[src/hdl/empty_note_unused.sv]
// no logic here: the whole block lives in one design file

[src/hdl/fan_ctrl_pkg.sv]
// constants, tables and carrier types of the fan limit and ramp block
package fan_ctrl_pkg;

	// channel and register counts
	localparam int NUM_CH    = 3;
	localparam int REG_COUNT = 12;

	// register offsets
	localparam logic [7:0] OFF_RAMP_CTRL       = 8'h63;
	localparam logic [7:0] OFF_MIN_DUTY_1      = 8'h64;
	localparam logic [7:0] OFF_MIN_DUTY_2      = 8'h65;
	localparam logic [7:0] OFF_MIN_DUTY_3      = 8'h66;
	localparam logic [7:0] OFF_START_REMOTE_1  = 8'h67;
	localparam logic [7:0] OFF_START_LOCAL     = 8'h68;
	localparam logic [7:0] OFF_START_REMOTE_2  = 8'h69;
	localparam logic [7:0] OFF_CRIT_REMOTE_1   = 8'h6A;
	localparam logic [7:0] OFF_CRIT_LOCAL      = 8'h6B;
	localparam logic [7:0] OFF_CRIT_REMOTE_2   = 8'h6C;
	localparam logic [7:0] OFF_HYST_LOCAL_R1   = 8'h6D;
	localparam logic [7:0] OFF_HYST_REMOTE_2   = 8'h6E;

	// values after reset
	localparam logic [7:0] RST_RAMP_CTRL       = 8'h00;
	localparam logic [7:0] RST_MIN_DUTY        = 8'h80;
	localparam logic [7:0] RST_START_TEMP      = 8'h9A;
	localparam logic [7:0] RST_CRIT_LIMIT      = 8'hA4;
	localparam logic [7:0] RST_CRIT_REMOTE_2_B = 8'hC8;
	localparam logic [7:0] RST_HYST_LOCAL_R1   = 8'h44;
	localparam logic [7:0] RST_HYST_REMOTE_2   = 8'h40;

	// field positions
	localparam int OUT3_RATE_LSB   = 0;
	localparam int OUT3_ENABLE_BIT = 3;
	localparam int OUT2_RATE_LSB   = 4;
	localparam int OUT2_ENABLE_BIT = 7;
	localparam int HYST_LOCAL_LSB  = 0;
	localparam int HYST_R1_LSB     = 4;
	localparam int HYST_R2_LSB     = 4;

	// special codes
	localparam logic [7:0] CRIT_DISABLE_CODE = 8'h80;
	localparam logic [7:0] DUTY_FULL         = 8'hFF;
	localparam logic [7:0] DUTY_OFF          = 8'h00;

	// ramp time slot: 33% to 100% in 35 s at one count per slot
	localparam longint RAMP_FULL_TIME_MS = 35000;
	localparam longint RAMP_FULL_STEPS   = 171;
	localparam longint CLOCK_MHZ         = 200;
	localparam int     RAMP_SLOT_CYCLES  =
		int'(RAMP_FULL_TIME_MS * 1000 * CLOCK_MHZ / RAMP_FULL_STEPS);

	// duty increment per slot, indexed by the 3-bit rate code
	localparam logic [7:0][7:0] RAMP_STEPS = {8'h30, 8'h18, 8'h0C, 8'h08,
		8'h04, 8'h03, 8'h02, 8'h01};

	// 65536 / span in degrees, indexed by the 4-bit slope code
	localparam logic [15:0][15:0] SLOPE_GAIN = {16'h0333, 16'h04CD,
		16'h0666, 16'h0800, 16'h099A, 16'h0CCD, 16'h1000, 16'h1333,
		16'h199A, 16'h2000, 16'h2666, 16'h3333, 16'h4000, 16'h4CCD,
		16'h6666, 16'h8000};

	// register access request
	typedef struct packed {
		logic       write;
		logic       read;
		logic [7:0] addr;
		logic [7:0] wdata;
	} reg_req_t;

	// whole state of the block
	typedef struct packed {
		logic [REG_COUNT-1:0][7:0] regs;
		logic [NUM_CH-1:0]         running;
		logic [NUM_CH-1:0]         crit;
		logic [NUM_CH-1:0][7:0]    applied;
		logic [31:0]               slot_cnt;
		logic [7:0]                rdata;
		logic                      override;
		logic                      pin_oe;
		logic                      pin_out;
		logic [1:0]                pin_sync;
		logic                      pin_level;
	} state_t;

endpackage

[src/hdl/fan_drive_limit_and_ramp_control.sv]
// fan drive limit, hysteresis, fail-safe and ramp control with its registers
`timescale 1ns/1ps

// Overview of operation
// - output 3 ramps gradually toward each new target duty
// - rate codes 0..7 give steps 1,2,3,4,8,12,24,48 per slot
// - output 3 ramping only while ramp control bit 3 is one
// - output 2 ramps the same way, rate code in bits 6 to 4
// - output 2 ramping only while ramp control bit 7 is one
// - three 8-bit minimum duty registers, linear 0x00 off to 0xFF full
// - lock set makes every register here ignore writes
// - above start temperature fan runs minimum duty, rising with slope
// - any channel above its critical limit forces all outputs full
// - critical limit 0x80 disables that channel's fail-safe
// - fail-safe holds until temperature below limit minus hysteresis
// - overtemp pin as output drives low when limit exceeded by 0.25
// - hysteresis register: local bits 3..0, remote 1 bits 7..4
// - remote 2 hysteresis bits 7..4, resets 0x40; first resets 0x44
// - limits reset 0xA4; remote 2 limit 0xA4 or 0xC8 by variant
// - below start, fan keeps minimum until start minus hysteresis
// - hold bit picks 0% or minimum below start minus hysteresis
module fan_drive_limit_and_ramp_control
	import fan_ctrl_pkg::*;
#(
	parameter int unsigned SLOT_CYCLES     = RAMP_SLOT_CYCLES,
	parameter bit          VARIANT_B       = 1'b0
)
(
	// clock and reset
	input  wire logic                     clock,
	input  wire logic                     reset,
	// register access from the management bus front end
	input  wire reg_req_t                 reg_req,
	output logic [7:0]                    reg_rdata,
	// configuration from outside this block
	input  wire logic                     config_lock,
	input  wire logic [NUM_CH-1:0]        below_start_hold,
	input  wire logic [NUM_CH-1:0][3:0]   temp_slope_span,
	input  wire logic                     overtemp_pin_is_output,
	// measured temperatures, integer in [9:2], quarter degrees in [1:0]
	input  wire logic [NUM_CH-1:0][9:0]   temps,
	// fan drive duty values
	output logic [NUM_CH-1:0][7:0]        fan_drive,
	output logic                          override_active,
	// overtemperature pin, open drain
	input  wire logic                     overtemp_pin_in,
	output logic                          overtemp_pin_out,
	output logic                          overtemp_pin_oe,
	output logic                          overtemp_pin_level
);

	// refuse a slot length the counter cannot serve
	if (SLOT_CYCLES < 1)
	begin : g_slot_check
		$error("SLOT_CYCLES must be at least one");
	end

	// the register file is indexed by offset from the first register
	if (REG_COUNT != int'(OFF_HYST_REMOTE_2) - int'(OFF_RAMP_CTRL) + 1)
	begin : g_map_check
		$error("register count does not match the offset span");
	end

	// hysteresis and ramp fields are laid out for exactly three outputs
	if (NUM_CH != 3)
	begin : g_chan_check
		$error("only three channels are served");
	end

	// address decode shared by read and write
	function automatic logic reg_hit(input logic [7:0] addr);
		reg_hit = (addr >= OFF_RAMP_CTRL) && (addr <= OFF_HYST_REMOTE_2);
	endfunction

	function automatic logic [3:0] reg_index(input logic [7:0] addr);
		logic [7:0] diff;
		diff = addr - OFF_RAMP_CTRL;
		reg_index = diff[3:0];
	endfunction

	// hysteresis of one channel: remote 1, local, remote 2
	function automatic logic [3:0] hyst_of(
		input logic [REG_COUNT-1:0][7:0] regs,
		input int                        ch);
		logic [7:0] h1;
		logic [7:0] h2;
		h1 = regs[reg_index(OFF_HYST_LOCAL_R1)];
		h2 = regs[reg_index(OFF_HYST_REMOTE_2)];
		if (ch == 0)
			hyst_of = h1[HYST_R1_LSB +: 4];
		else if (ch == 1)
			hyst_of = h1[HYST_LOCAL_LSB +: 4];
		else
			hyst_of = h2[HYST_R2_LSB +: 4];
	endfunction

	// value minus hysteresis, floored at zero so a low limit cannot wrap
	function automatic logic [7:0] minus_hyst(
		input logic [7:0] value,
		input logic [3:0] hyst);
		if (value > {4'h0, hyst})
			minus_hyst = value - {4'h0, hyst};
		else
			minus_hyst = 8'h00;
	endfunction

	// reset image of the register file
	function automatic logic [REG_COUNT-1:0][7:0] reset_regs();
		logic [REG_COUNT-1:0][7:0] r;
		r = '0;
		r[reg_index(OFF_RAMP_CTRL)]      = RST_RAMP_CTRL;
		r[reg_index(OFF_MIN_DUTY_1)]     = RST_MIN_DUTY;
		r[reg_index(OFF_MIN_DUTY_2)]     = RST_MIN_DUTY;
		r[reg_index(OFF_MIN_DUTY_3)]     = RST_MIN_DUTY;
		r[reg_index(OFF_START_REMOTE_1)] = RST_START_TEMP;
		r[reg_index(OFF_START_LOCAL)]    = RST_START_TEMP;
		r[reg_index(OFF_START_REMOTE_2)] = RST_START_TEMP;
		r[reg_index(OFF_CRIT_REMOTE_1)]  = RST_CRIT_LIMIT;
		r[reg_index(OFF_CRIT_LOCAL)]     = RST_CRIT_LIMIT;
		r[reg_index(OFF_CRIT_REMOTE_2)]  = VARIANT_B ?
			RST_CRIT_REMOTE_2_B : RST_CRIT_LIMIT;
		r[reg_index(OFF_HYST_LOCAL_R1)]  = RST_HYST_LOCAL_R1;
		r[reg_index(OFF_HYST_REMOTE_2)]  = RST_HYST_REMOTE_2;
		reset_regs = r;
	endfunction

	// duty from temperature above start along the selected slope
	function automatic logic [7:0] slope_duty(
		input logic [7:0] floor_duty,
		input logic [7:0] delta,
		input logic [3:0] span);
		logic [31:0] prod;
		logic [8:0]  sum;
		prod = 32'(DUTY_FULL - floor_duty) * 32'(delta)
			* 32'(SLOPE_GAIN[span]);
		sum = {1'b0, floor_duty} + {1'b0, prod[23:16]};
		if ((prod[31:24] != 8'h00) || sum[8])
			slope_duty = DUTY_FULL;
		else
			slope_duty = sum[7:0];
	endfunction

	// one ramp move toward target, never past it
	function automatic logic [7:0] ramp_move(
		input logic [7:0] now,
		input logic [7:0] target,
		input logic [7:0] step);
		if (target > now)
		begin
			if ((target - now) > step)
				ramp_move = now + step;
			else
				ramp_move = target;
		end
		else if (now > target)
		begin
			if ((now - target) > step)
				ramp_move = now - step;
			else
				ramp_move = target;
		end
		else
			ramp_move = now;
	endfunction

	state_t st_reg;
	state_t st_next;

	// reset image: registers at defaults, pin released and seen idle high,
	// so the synchronised level shows no false low right after reset
	localparam state_t ST_AT_RESET = '{
		regs:      reset_regs(),
		pin_out:   1'b1,
		pin_sync:  2'b11,
		pin_level: 1'b1,
		default:   '0
	};

	// next state of the whole block
	always_comb
	begin
		logic [7:0]  t;
		logic [7:0]  start;
		logic [7:0]  limit;
		logic [3:0]  hyst;
		logic [7:0]  target;
		logic [7:0]  floor_duty;
		logic [7:0]  ctrl;
		logic        ramp_en;
		logic [2:0]  rate;
		logic        tick;
		logic        any_crit;
		logic        any_pin;
		t          = 8'h00;
		start      = 8'h00;
		limit      = 8'h00;
		hyst       = 4'h0;
		target     = 8'h00;
		floor_duty = 8'h00;
		ctrl       = st_reg.regs[reg_index(OFF_RAMP_CTRL)];
		ramp_en    = 1'b0;
		rate       = 3'b000;
		any_pin    = 1'b0;
		tick       = 1'b0;
		any_crit   = 1'b0;
		st_next    = st_reg;

		// pin synchroniser; first stage feeds only the second
		st_next.pin_sync  = {st_reg.pin_sync[0], overtemp_pin_in};
		st_next.pin_level = st_reg.pin_sync[1];

		// register read, unmapped addresses answer zero
		if (reg_req.read)
		begin
			if (reg_hit(reg_req.addr))
				st_next.rdata = st_reg.regs[reg_index(reg_req.addr)];
			else
				st_next.rdata = 8'h00;
		end

		if (reg_req.write && !config_lock && reg_hit(reg_req.addr))
			st_next.regs[reg_index(reg_req.addr)] = reg_req.wdata;

		// free running slot timer for the ramp
		tick = (st_reg.slot_cnt == 32'(SLOT_CYCLES - 1));
		if (tick)
			st_next.slot_cnt = 32'h00000000;
		else
			st_next.slot_cnt = st_reg.slot_cnt + 32'h00000001;

		// per channel hysteresis state; fan k follows channel k
		for (int ch = 0; ch < NUM_CH; ch++)
		begin
			// integer degrees in the register code
			t     = temps[ch][9:2];
			start = st_reg.regs[reg_index(OFF_START_REMOTE_1) + 4'(ch)];
			limit = st_reg.regs[reg_index(OFF_CRIT_REMOTE_1) + 4'(ch)];
			hyst  = hyst_of(st_reg.regs, ch);

			if (t > start)
				st_next.running[ch] = 1'b1;
			else if (t <= minus_hyst(start, hyst))
				st_next.running[ch] = 1'b0;

			if (limit == CRIT_DISABLE_CODE)
				st_next.crit[ch] = 1'b0;
			else if (t > limit)
				st_next.crit[ch] = 1'b1;
			else if (t < minus_hyst(limit, hyst))
				st_next.crit[ch] = 1'b0;

			if (temps[ch] > {limit, 2'b00})
				any_pin = 1'b1;
		end
		any_crit = |st_next.crit;

		// per output target duty and ramp
		for (int k = 0; k < NUM_CH; k++)
		begin
			t     = temps[k][9:2];
			start = st_reg.regs[reg_index(OFF_START_REMOTE_1) + 4'(k)];
			floor_duty = st_reg.regs[reg_index(OFF_MIN_DUTY_1) + 4'(k)];

			if (t > start)
				target = slope_duty(floor_duty, t - start,
					temp_slope_span[k]);
			else if (st_next.running[k])
				target = floor_duty;
			// hold bit selects off or minimum
			else if (below_start_hold[k])
				target = floor_duty;
			else
				target = DUTY_OFF;

			// output 1 ramp lives outside this block
			if (k == 1)
			begin
				ramp_en = ctrl[OUT2_ENABLE_BIT];
				rate    = ctrl[OUT2_RATE_LSB +: 3];
			end
			else if (k == 2)
			begin
				ramp_en = ctrl[OUT3_ENABLE_BIT];
				rate    = ctrl[OUT3_RATE_LSB +: 3];
			end
			else
			begin
				ramp_en = 1'b0;
				rate    = 3'b000;
			end

			// fail-safe jumps at once; ramping would delay cooling
			if (any_crit)
				st_next.applied[k] = DUTY_FULL;
			else if (!ramp_en)
				st_next.applied[k] = target;
			// one step per slot, clamped at target
			else if (tick)
				st_next.applied[k] = ramp_move(st_reg.applied[k],
					target, RAMP_STEPS[rate]);
		end

		// override flag and open drain pin
		st_next.override = any_crit;
		st_next.pin_oe   = overtemp_pin_is_output && any_pin;
		st_next.pin_out  = !(overtemp_pin_is_output && any_pin);
	end

	// state register
	always_ff @(posedge clock or posedge reset)
	begin
		if (reset)
		begin
			st_reg <= ST_AT_RESET;
		end
		else
			st_reg <= st_next;
	end

	// outputs straight from the state register
	assign reg_rdata          = st_reg.rdata;
	assign fan_drive          = st_reg.applied;
	assign override_active    = st_reg.override;
	assign overtemp_pin_out   = st_reg.pin_out;
	assign overtemp_pin_oe    = st_reg.pin_oe;
	assign overtemp_pin_level = st_reg.pin_level;

endmodule

[config.mk]
export PLATFORM = sky130hd
export DESIGN_NAME = fan_drive_limit_and_ramp_control
export DESIGN_NICKNAME = d
export VERILOG_FILES = /design/src/hdl/empty_note_unused.sv /design/src/hdl/fan_ctrl_pkg.sv /design/src/hdl/fan_drive_limit_and_ramp_control.sv
export SDC_FILE = /design/constraint.sdc
export NUM_CORES = 2
export LEC_CHECK = 0
export BUFFER_PORTS_ARGS = -buffer_cell sky130_fd_sc_hd__buf_2
export CELL_PAD_IN_SITES_DETAIL_PLACEMENT = 1
export CELL_PAD_IN_SITES_GLOBAL_PLACEMENT = 1
export CORE_ASPECT_RATIO = 0.75
export CORE_MARGIN = 1.5
export CORE_UTILIZATION = 52
export DETAILED_ROUTE_END_ITERATION = 7
export GPL_TIMING_DRIVEN = 0
export PLACE_DENSITY = 0.81
export SETUP_SLACK_MARGIN = 0.4
export SLEW_MARGIN = 20
export SYNTH_ARGS = -nofsm -noshare
export SYNTH_HDL_FRONTEND = slang
export SYNTH_SLANG_ARGS = --single-unit
[constraint.sdc]
create_clock -name clock -period 19 [get_ports clock]
set_clock_uncertainty 0.1 [all_clocks]
set_input_delay 0.95 -clock clock [delete_from_list [all_inputs] [get_ports clock]]
set_output_delay 0.95 -clock clock [all_outputs]
set_load 0.05 [all_outputs]
After elaboration in Yosys (flattened, before gate mapping) --
Memory sizes are Yosys's and may differ from the RTL's. Index checks and enable logic that the tools add are counted.
Cells by class: muxes and demuxes 72, reductions and logical operators 16, equal/unequal tests 8, $mul 6, add/sub/neg operators 25, $lt $le $gt $ge 38
Operator list (number):
- 2-to-1 mux 8 bit | 47
- greater-than comparator 8 bit | 14
- bitwise mux 96 bit | 1
- multiplier 18 x 17 -> 32 bit | 3
- subtractor 8 bit | 9
- multiplier 9 x 9 -> 18 bit | 3
- greater-than comparator 8 x 4 -> 1 bit | 6
- 2-to-1 mux 16 bit | 3
- subtractor 8 x 4 -> 8 bit | 6
- adder 32 x 1 -> 32 bit, second input constant | 1
- binary-select mux 8 bit (select 4 bit) | 1
- demux 8 bit (select 4 bit) | 1
- == test 32 x 26 -> 1 bit, second input constant | 1
- 2-to-1 mux 32 bit | 1
- greater-than comparator 10 bit | 3
- adder 8 x 8 -> 9 bit | 3
- subtractor 8 x 8 -> 9 bit, first input constant | 3
- == test 8 bit, second input constant | 3
- <= comparator 8 bit | 3
- < comparator 8 bit | 3
- nonzero test 8 bit | 3
- < comparator 4 x 5 -> 1 bit, second input constant | 4
- 2-to-1 mux 1 bit | 18
- adder 8 bit | 2
- 12 further kinds | 23
Storage, ports and cells: memory bits (read-only) 896, bits of input ports 68, logic and storage cells 194, flip-flop bits (word level) 172, output and inout bits 36, memories 5
Memories:
- (no name shown) | depth 16, bits a word 16, rd ports 1, clocked after Yosys merged registers in 0, write ports 0, line fan_drive_limit_and_ramp_control.sv:135 | * 32'(SLOPE_GAIN[span]);
- (no name shown) | depth 16, bits a word 16, rd ports 1, clocked after Yosys merged registers in 0, write ports 0, line fan_drive_limit_and_ramp_control.sv:135
- (no name shown) | depth 16, bits a word 16, rd ports 1, clocked after Yosys merged registers in 0, write ports 0, line fan_drive_limit_and_ramp_control.sv:135
- (no name shown) | depth 8, bits a word 8, rd ports 1, clocked after Yosys merged registers in 0, write ports 0, line fan_drive_limit_and_ramp_control.sv:300 | target, RAMP_STEPS[rate]);
- (no name shown) | depth 8, bits a word 8, rd ports 1, clocked after Yosys merged registers in 0, write ports 0, line fan_drive_limit_and_ramp_control.sv:300

Logic depth before layout (Yosys ltp) --
depth in word-level cells 16, gate-level depth with buffers 76

Worst setup path before layout --
No wires, ideal clock.
kind input to register, from in temps[22] in the netlist's numbering, to reg st_reg, in the netlist fan_drive[20], data arrival time 15826 ps, data required time 18813 ps, setup slack 2987 ps, stages on the path 71, path buffers 1, library setup time 87 ps, cell sequence inv_1 > ha_1 > fa_1 > nor2b_1 > o21ai_0 > a21boi_0 > o21a_1 > nor2_1 > xor2_1 > nor2_1 > ha_1 > fa_1 > inv_1 > fa_1 > fa_1 > inv_1 > ha_1 > o21ai_1 > (+35 left out) > ha_1 > nor2b_1 > o21ai_0 > nand2b_1 > a21o_1 > a21o_1 > xor2_1 > ha_1 > and4_1 > a31oi_1 > or3_1 > clkbuf_1 > nand3b_1 > o21ai_0 > o21ai_0 > o211ai_1 > mux2_2 > o211ai_1
Between the ends: word-level cells in the longest chain between the ends 15, elaborated cells on any way between the ends 35, those cells by class add/sub (4); mul (2); order compare (8); eq/ne (2); mux (15); reduce/logical (4)
RTL lines:
- start: declaration | line fan_drive_limit_and_ramp_control.sv:41 | input wire logic [NUM_CH-1:0][9:0] temps,
- subtractor 8 bit | line fan_drive_limit_and_ramp_control.sv:265 | target = slope_duty(floor_duty, t - start,
- multiplier 9 x 9 -> 18 bit | line fan_drive_limit_and_ramp_control.sv:134 | prod = 32'(DUTY_FULL - floor_duty) * 32'(delta)
- multiplier 18 x 17 -> 32 bit | line fan_drive_limit_and_ramp_control.sv:135
- adder 8 x 8 -> 9 bit or nonzero test 8 bit (tied branches) | line fan_drive_limit_and_ramp_control.sv:136, fan_drive_limit_and_ramp_control.sv:137
- logical OR 1 bit | line fan_drive_limit_and_ramp_control.sv:137 | if ((prod[31:24] != 8'h00) || sum[8])
- 2-to-1 mux 8 bit | line fan_drive_limit_and_ramp_control.sv:137
- 2-to-1 mux 8 bit | line fan_drive_limit_and_ramp_control.sv:264 | if (t > start)
- subtractor 8 bit | line fan_drive_limit_and_ramp_control.sv:157 | if ((now - target) > step)
- greater-than comparator 8 bit | line fan_drive_limit_and_ramp_control.sv:157
- 2-to-1 mux 8 bit | line fan_drive_limit_and_ramp_control.sv:157
- 2-to-1 mux 8 bit | line fan_drive_limit_and_ramp_control.sv:155 | else if (now > target)
- 2-to-1 mux 8 bit | line fan_drive_limit_and_ramp_control.sv:148 | if (target > now)
- 2-to-1 mux 8 bit | line fan_drive_limit_and_ramp_control.sv:298 | else if (tick)
- 2-to-1 mux 8 bit | line fan_drive_limit_and_ramp_control.sv:295 | else if (!ramp_en)
- 2-to-1 mux 8 bit | line fan_drive_limit_and_ramp_control.sv:293 | if (any_crit)
- end signal: assignment | line fan_drive_limit_and_ramp_control.sv:317 | st_reg <= st_next;
- end: declaration | line fan_drive_limit_and_ramp_control.sv:166 | state_t st_reg;
Parallel ways exist; a longest one is shown, timed or not. The select of a mux whose other input is x is not followed. A chain may end at the register's enable or synchronous reset.

Final worst setup path --
Same ends and word-level chain as after synthesis.

==> impl_metrics.env <==
export IMPL_synth_area_um2=53380
export IMPL_grtUsageTotal_pct=32.88
export IMPL_post_route_min_period_ns=17.97
export IMPL_r2r_start="st_reg[125]"
export IMPL_max_freq_ghz=0.05566
export IMPL_worst_pin_slew_ns=1.156
export IMPL_first_global_vias=47260
export IMPL_setup_viol=0
export IMPL_wl_met2_um=78330
export IMPL_synth_nets=7618
export IMPL_seq_area_frac_synth_pct=8.136
export IMPL_r2r_slack_ns=1.04
export IMPL_core_um2=101500
export IMPL_portBuffers=101
export IMPL_n_fill_cell=12005
export IMPL_place_congestion=0.9524
export IMPL_grt_max_degree=93
export IMPL_ys_types=87
export IMPL_synthArstFlopShare_pct=100.0
export IMPL_grt_ovfl_total=0
export IMPL_wirelength_um=168100
export IMPL_die_h_um=280.5
export IMPL_synth_area_leader_cell="fa_1"
export IMPL_avgSynthCellArea_um2=8.901
export IMPL_clockBufferDepth=2
export IMPL_drive_above_1_share_pct=7.335
export IMPL_status="finished clean"
export IMPL_crit_path_max_fanout=8
export IMPL_detailed_place_hpwl_um=145600
export IMPL_synth_edf_count=0
export IMPL_layout_nets=7757
export IMPL_die_area_um2=104600
export IMPL_final_cell_mix="inv_1 (1389), fa_1 (924), ha_1 (629), nor2_1 (489), nand2_1 (418)"
export IMPL_top_layer="met5"
export IMPL_antenna_found_initial=3
export IMPL_layout_commonest_cell="inv_1"
export IMPL_cp_startpoint="temps[22]"
export IMPL_reg2regPathDepth=69
export IMPL_drc=0
export IMPL_hold_viol_final=0
export IMPL_wl_met3_um=11480
export IMPL_critPathCaptureType="register"
export IMPL_ios=104
export IMPL_crit_arrival_ns=18.25
export IMPL_required_ns=19.28
export IMPL_critPathSlowestCell="o221ai_1"
export IMPL_syn_to_final_growth_pct=5.956
export IMPL_start_kind="input port"
export IMPL_hold_class="reg2reg"
export IMPL_synth_top_area_share_pct=34.65
export IMPL_ys_seq_elements=172
export IMPL_h_tree_depth=4
export IMPL_cts_tree="done"
export IMPL_die_w_um=373.0
export IMPL_avgRoutedWirePerCell_um=22.44
export IMPL_crit_end="fan_drive[20]"
export IMPL_ctsHoldBuffers=0
export IMPL_ctsRootBufferMaster="clkbuf_16"
export IMPL_post_drt_via_cell_ratio=5.692
export IMPL_cts_made_buffers=17
export IMPL_fin_crit_sh_pct=94.57
export IMPL_slew_violations=0
export IMPL_maxSlewHeadroom_pct=22.14
export IMPL_routedLengthMet1_um=74250
export IMPL_largest_reg_flops=134
export IMPL_r2r_end="fan_drive[20]"
export IMPL_crit_type="in2reg"
export IMPL_rsz0062_at_grt="false"
export IMPL_vias=42638
export IMPL_rows=101
export IMPL_postSynthCellCount=5997
export IMPL_drtIter0Drc=2982
export IMPL_cap_viol_max_count=0
export IMPL_clock_sinks=172
export IMPL_grt_pass1_wl_um=268200
export IMPL_cpPeakStageDelay_ns=0.61
export IMPL_start_util_pct=52.60
export IMPL_drtPass1Iterations=6
export IMPL_synthTopCellsByArea="fa_1 (35%), ha_1 (15%), inv_1 (9.8%)"
export IMPL_clkTransAtPathRegs_ns=0.07
export IMPL_fin_cells=7491
export IMPL_yosysWarnings=0
export IMPL_clk_latency_ns=0.47
export IMPL_synth_flop_cell="dfrtp_1"
export IMPL_ant_nets=0
export IMPL_dp_cells=7440
export IMPL_cpMostUsedCell="fa_1"
[cells by family after synthesis]
logic type                 share of synthesized area, %
muxes                                             3.460
AOI/OAI and AO/OA                                 9.704
DFF                                               8.136
adders and majority gates                         49.40
xor gates and xnor gates                          4.953
buffers and inverters                             11.31
and+or+nand+nor                                   13.04
[cells in the mapped netlist, types with 7 or more instances]
master	number
o21bai_1	36
nand4_1	48
dfstp_2	31
nor3_1	45
o31a_1	12
fa_1	924
o211ai_1	17
ha_1	629
o31ai_1	12
nor4_1	12
o21ai_0	108
mux4_2	24
a221oi_1	8
nand3_1	45
dfrtp_1	141
nor2_1	491
and2_1	125
o21a_1	45
a21o_1	116
xor2_1	94
and3_1	37
and4_1	13
inv_1	1390
a21oi_1	211
o21ai_1	7
o221ai_1	12
a31oi_1	47
or2_2	44
buf_4	33
o22ai_1	22
a211o_1	27
nand2b_1	93
clkbuf_1	141
a211oi_1	28
a21boi_0	8
xnor2_1	199
mux2i_1	18
or3_1	18
nor2b_1	62
mux2_2	99
nand2_1	418
[metal layers]
metal | global-route usage, % | vias to the layer above
li1 | - | 19002
met4 | 7.440 | 4
met5 | 0 | -
met1 | 45.59 | 22117
met3 | 5.946 | 265
met2 | 53.67 | 1250
[area by class of cell]
class	instances	area, um^2	area share [%]
Antenna cell	3	7.507	0.01327
Buffer	184	819.5	1.449
Clock buffer	20	446.7	0.7897
Clock inverter	12	115.1	0.2035
Inverter	1390	5225	9.238
Multi-Input combinational cell	4251	43260	76.48
Sequential cell	172	4343	7.678
Tap cell	1339	1675	2.962
Timing Repair Buffer	120	668.1	1.181
[through the flow]
stage / instance area, um^2 / utilization [%] / hold WS (ns) / TNS [ns] / setup WS (ns)
after global placement: 55560 / 54.75 / 0.2461 / 0 / 0.004192
after CTS: 56240 / 55.42 / 0.2607 / 0 / 0.4391
after floorplan: 53380 / - / 0.2452 / 0 / 2.987
after detailed placement: 55630 / 54.82 / 0.2512 / -2.042 / -0.4188
final: 56560 / 55.74 / 0.2602 / 0 / 1.033
after global routing: 56550 / 55.73 / 0.2635 / 0 / 0.3399
[repair_timing]
item / in CTS / in global routing
pin swaps: 0 / 6
endpoints found under the setup margin: 10 / 16
setup buffers: 0 / 16
resized for setup: 7 / 36
[how the worst min path moves through the flow]
stage | endpoint | start | cells after the start | slack [ns]
6_report | overtemp_pin_level | st_next[0] | 0 | 0.26
5_1_grt | overtemp_pin_level | st_next[0] | 0 | 0.26
4_1_cts | overtemp_pin_level | st_next[0] | 0 | 0.26
3_3_place_gp | overtemp_pin_level | st_next[0] | 0 | 0.25
3_5_place_dp | overtemp_pin_level | st_next[0] | 0 | 0.25
2_1_floorplan | overtemp_pin_level | st_next[0] | 0 | 0.25
[worst max-delay path, delay by kind of cell]
kind                     cells  cell delay, ns
adder cells (fa/ha/maj)     18            7.43
AO/OA/AOI/OAI               23            4.99
AND/OR/NAND/NOR             14            2.52
buffers and inverters       11            1.05
XOR/XNOR                     3            0.96
multiplexers                 1            0.30
Power is left out: the tool's default activity adds up to more than one toggle a clock period on the data nets, which glitch-free logic cannot reach.
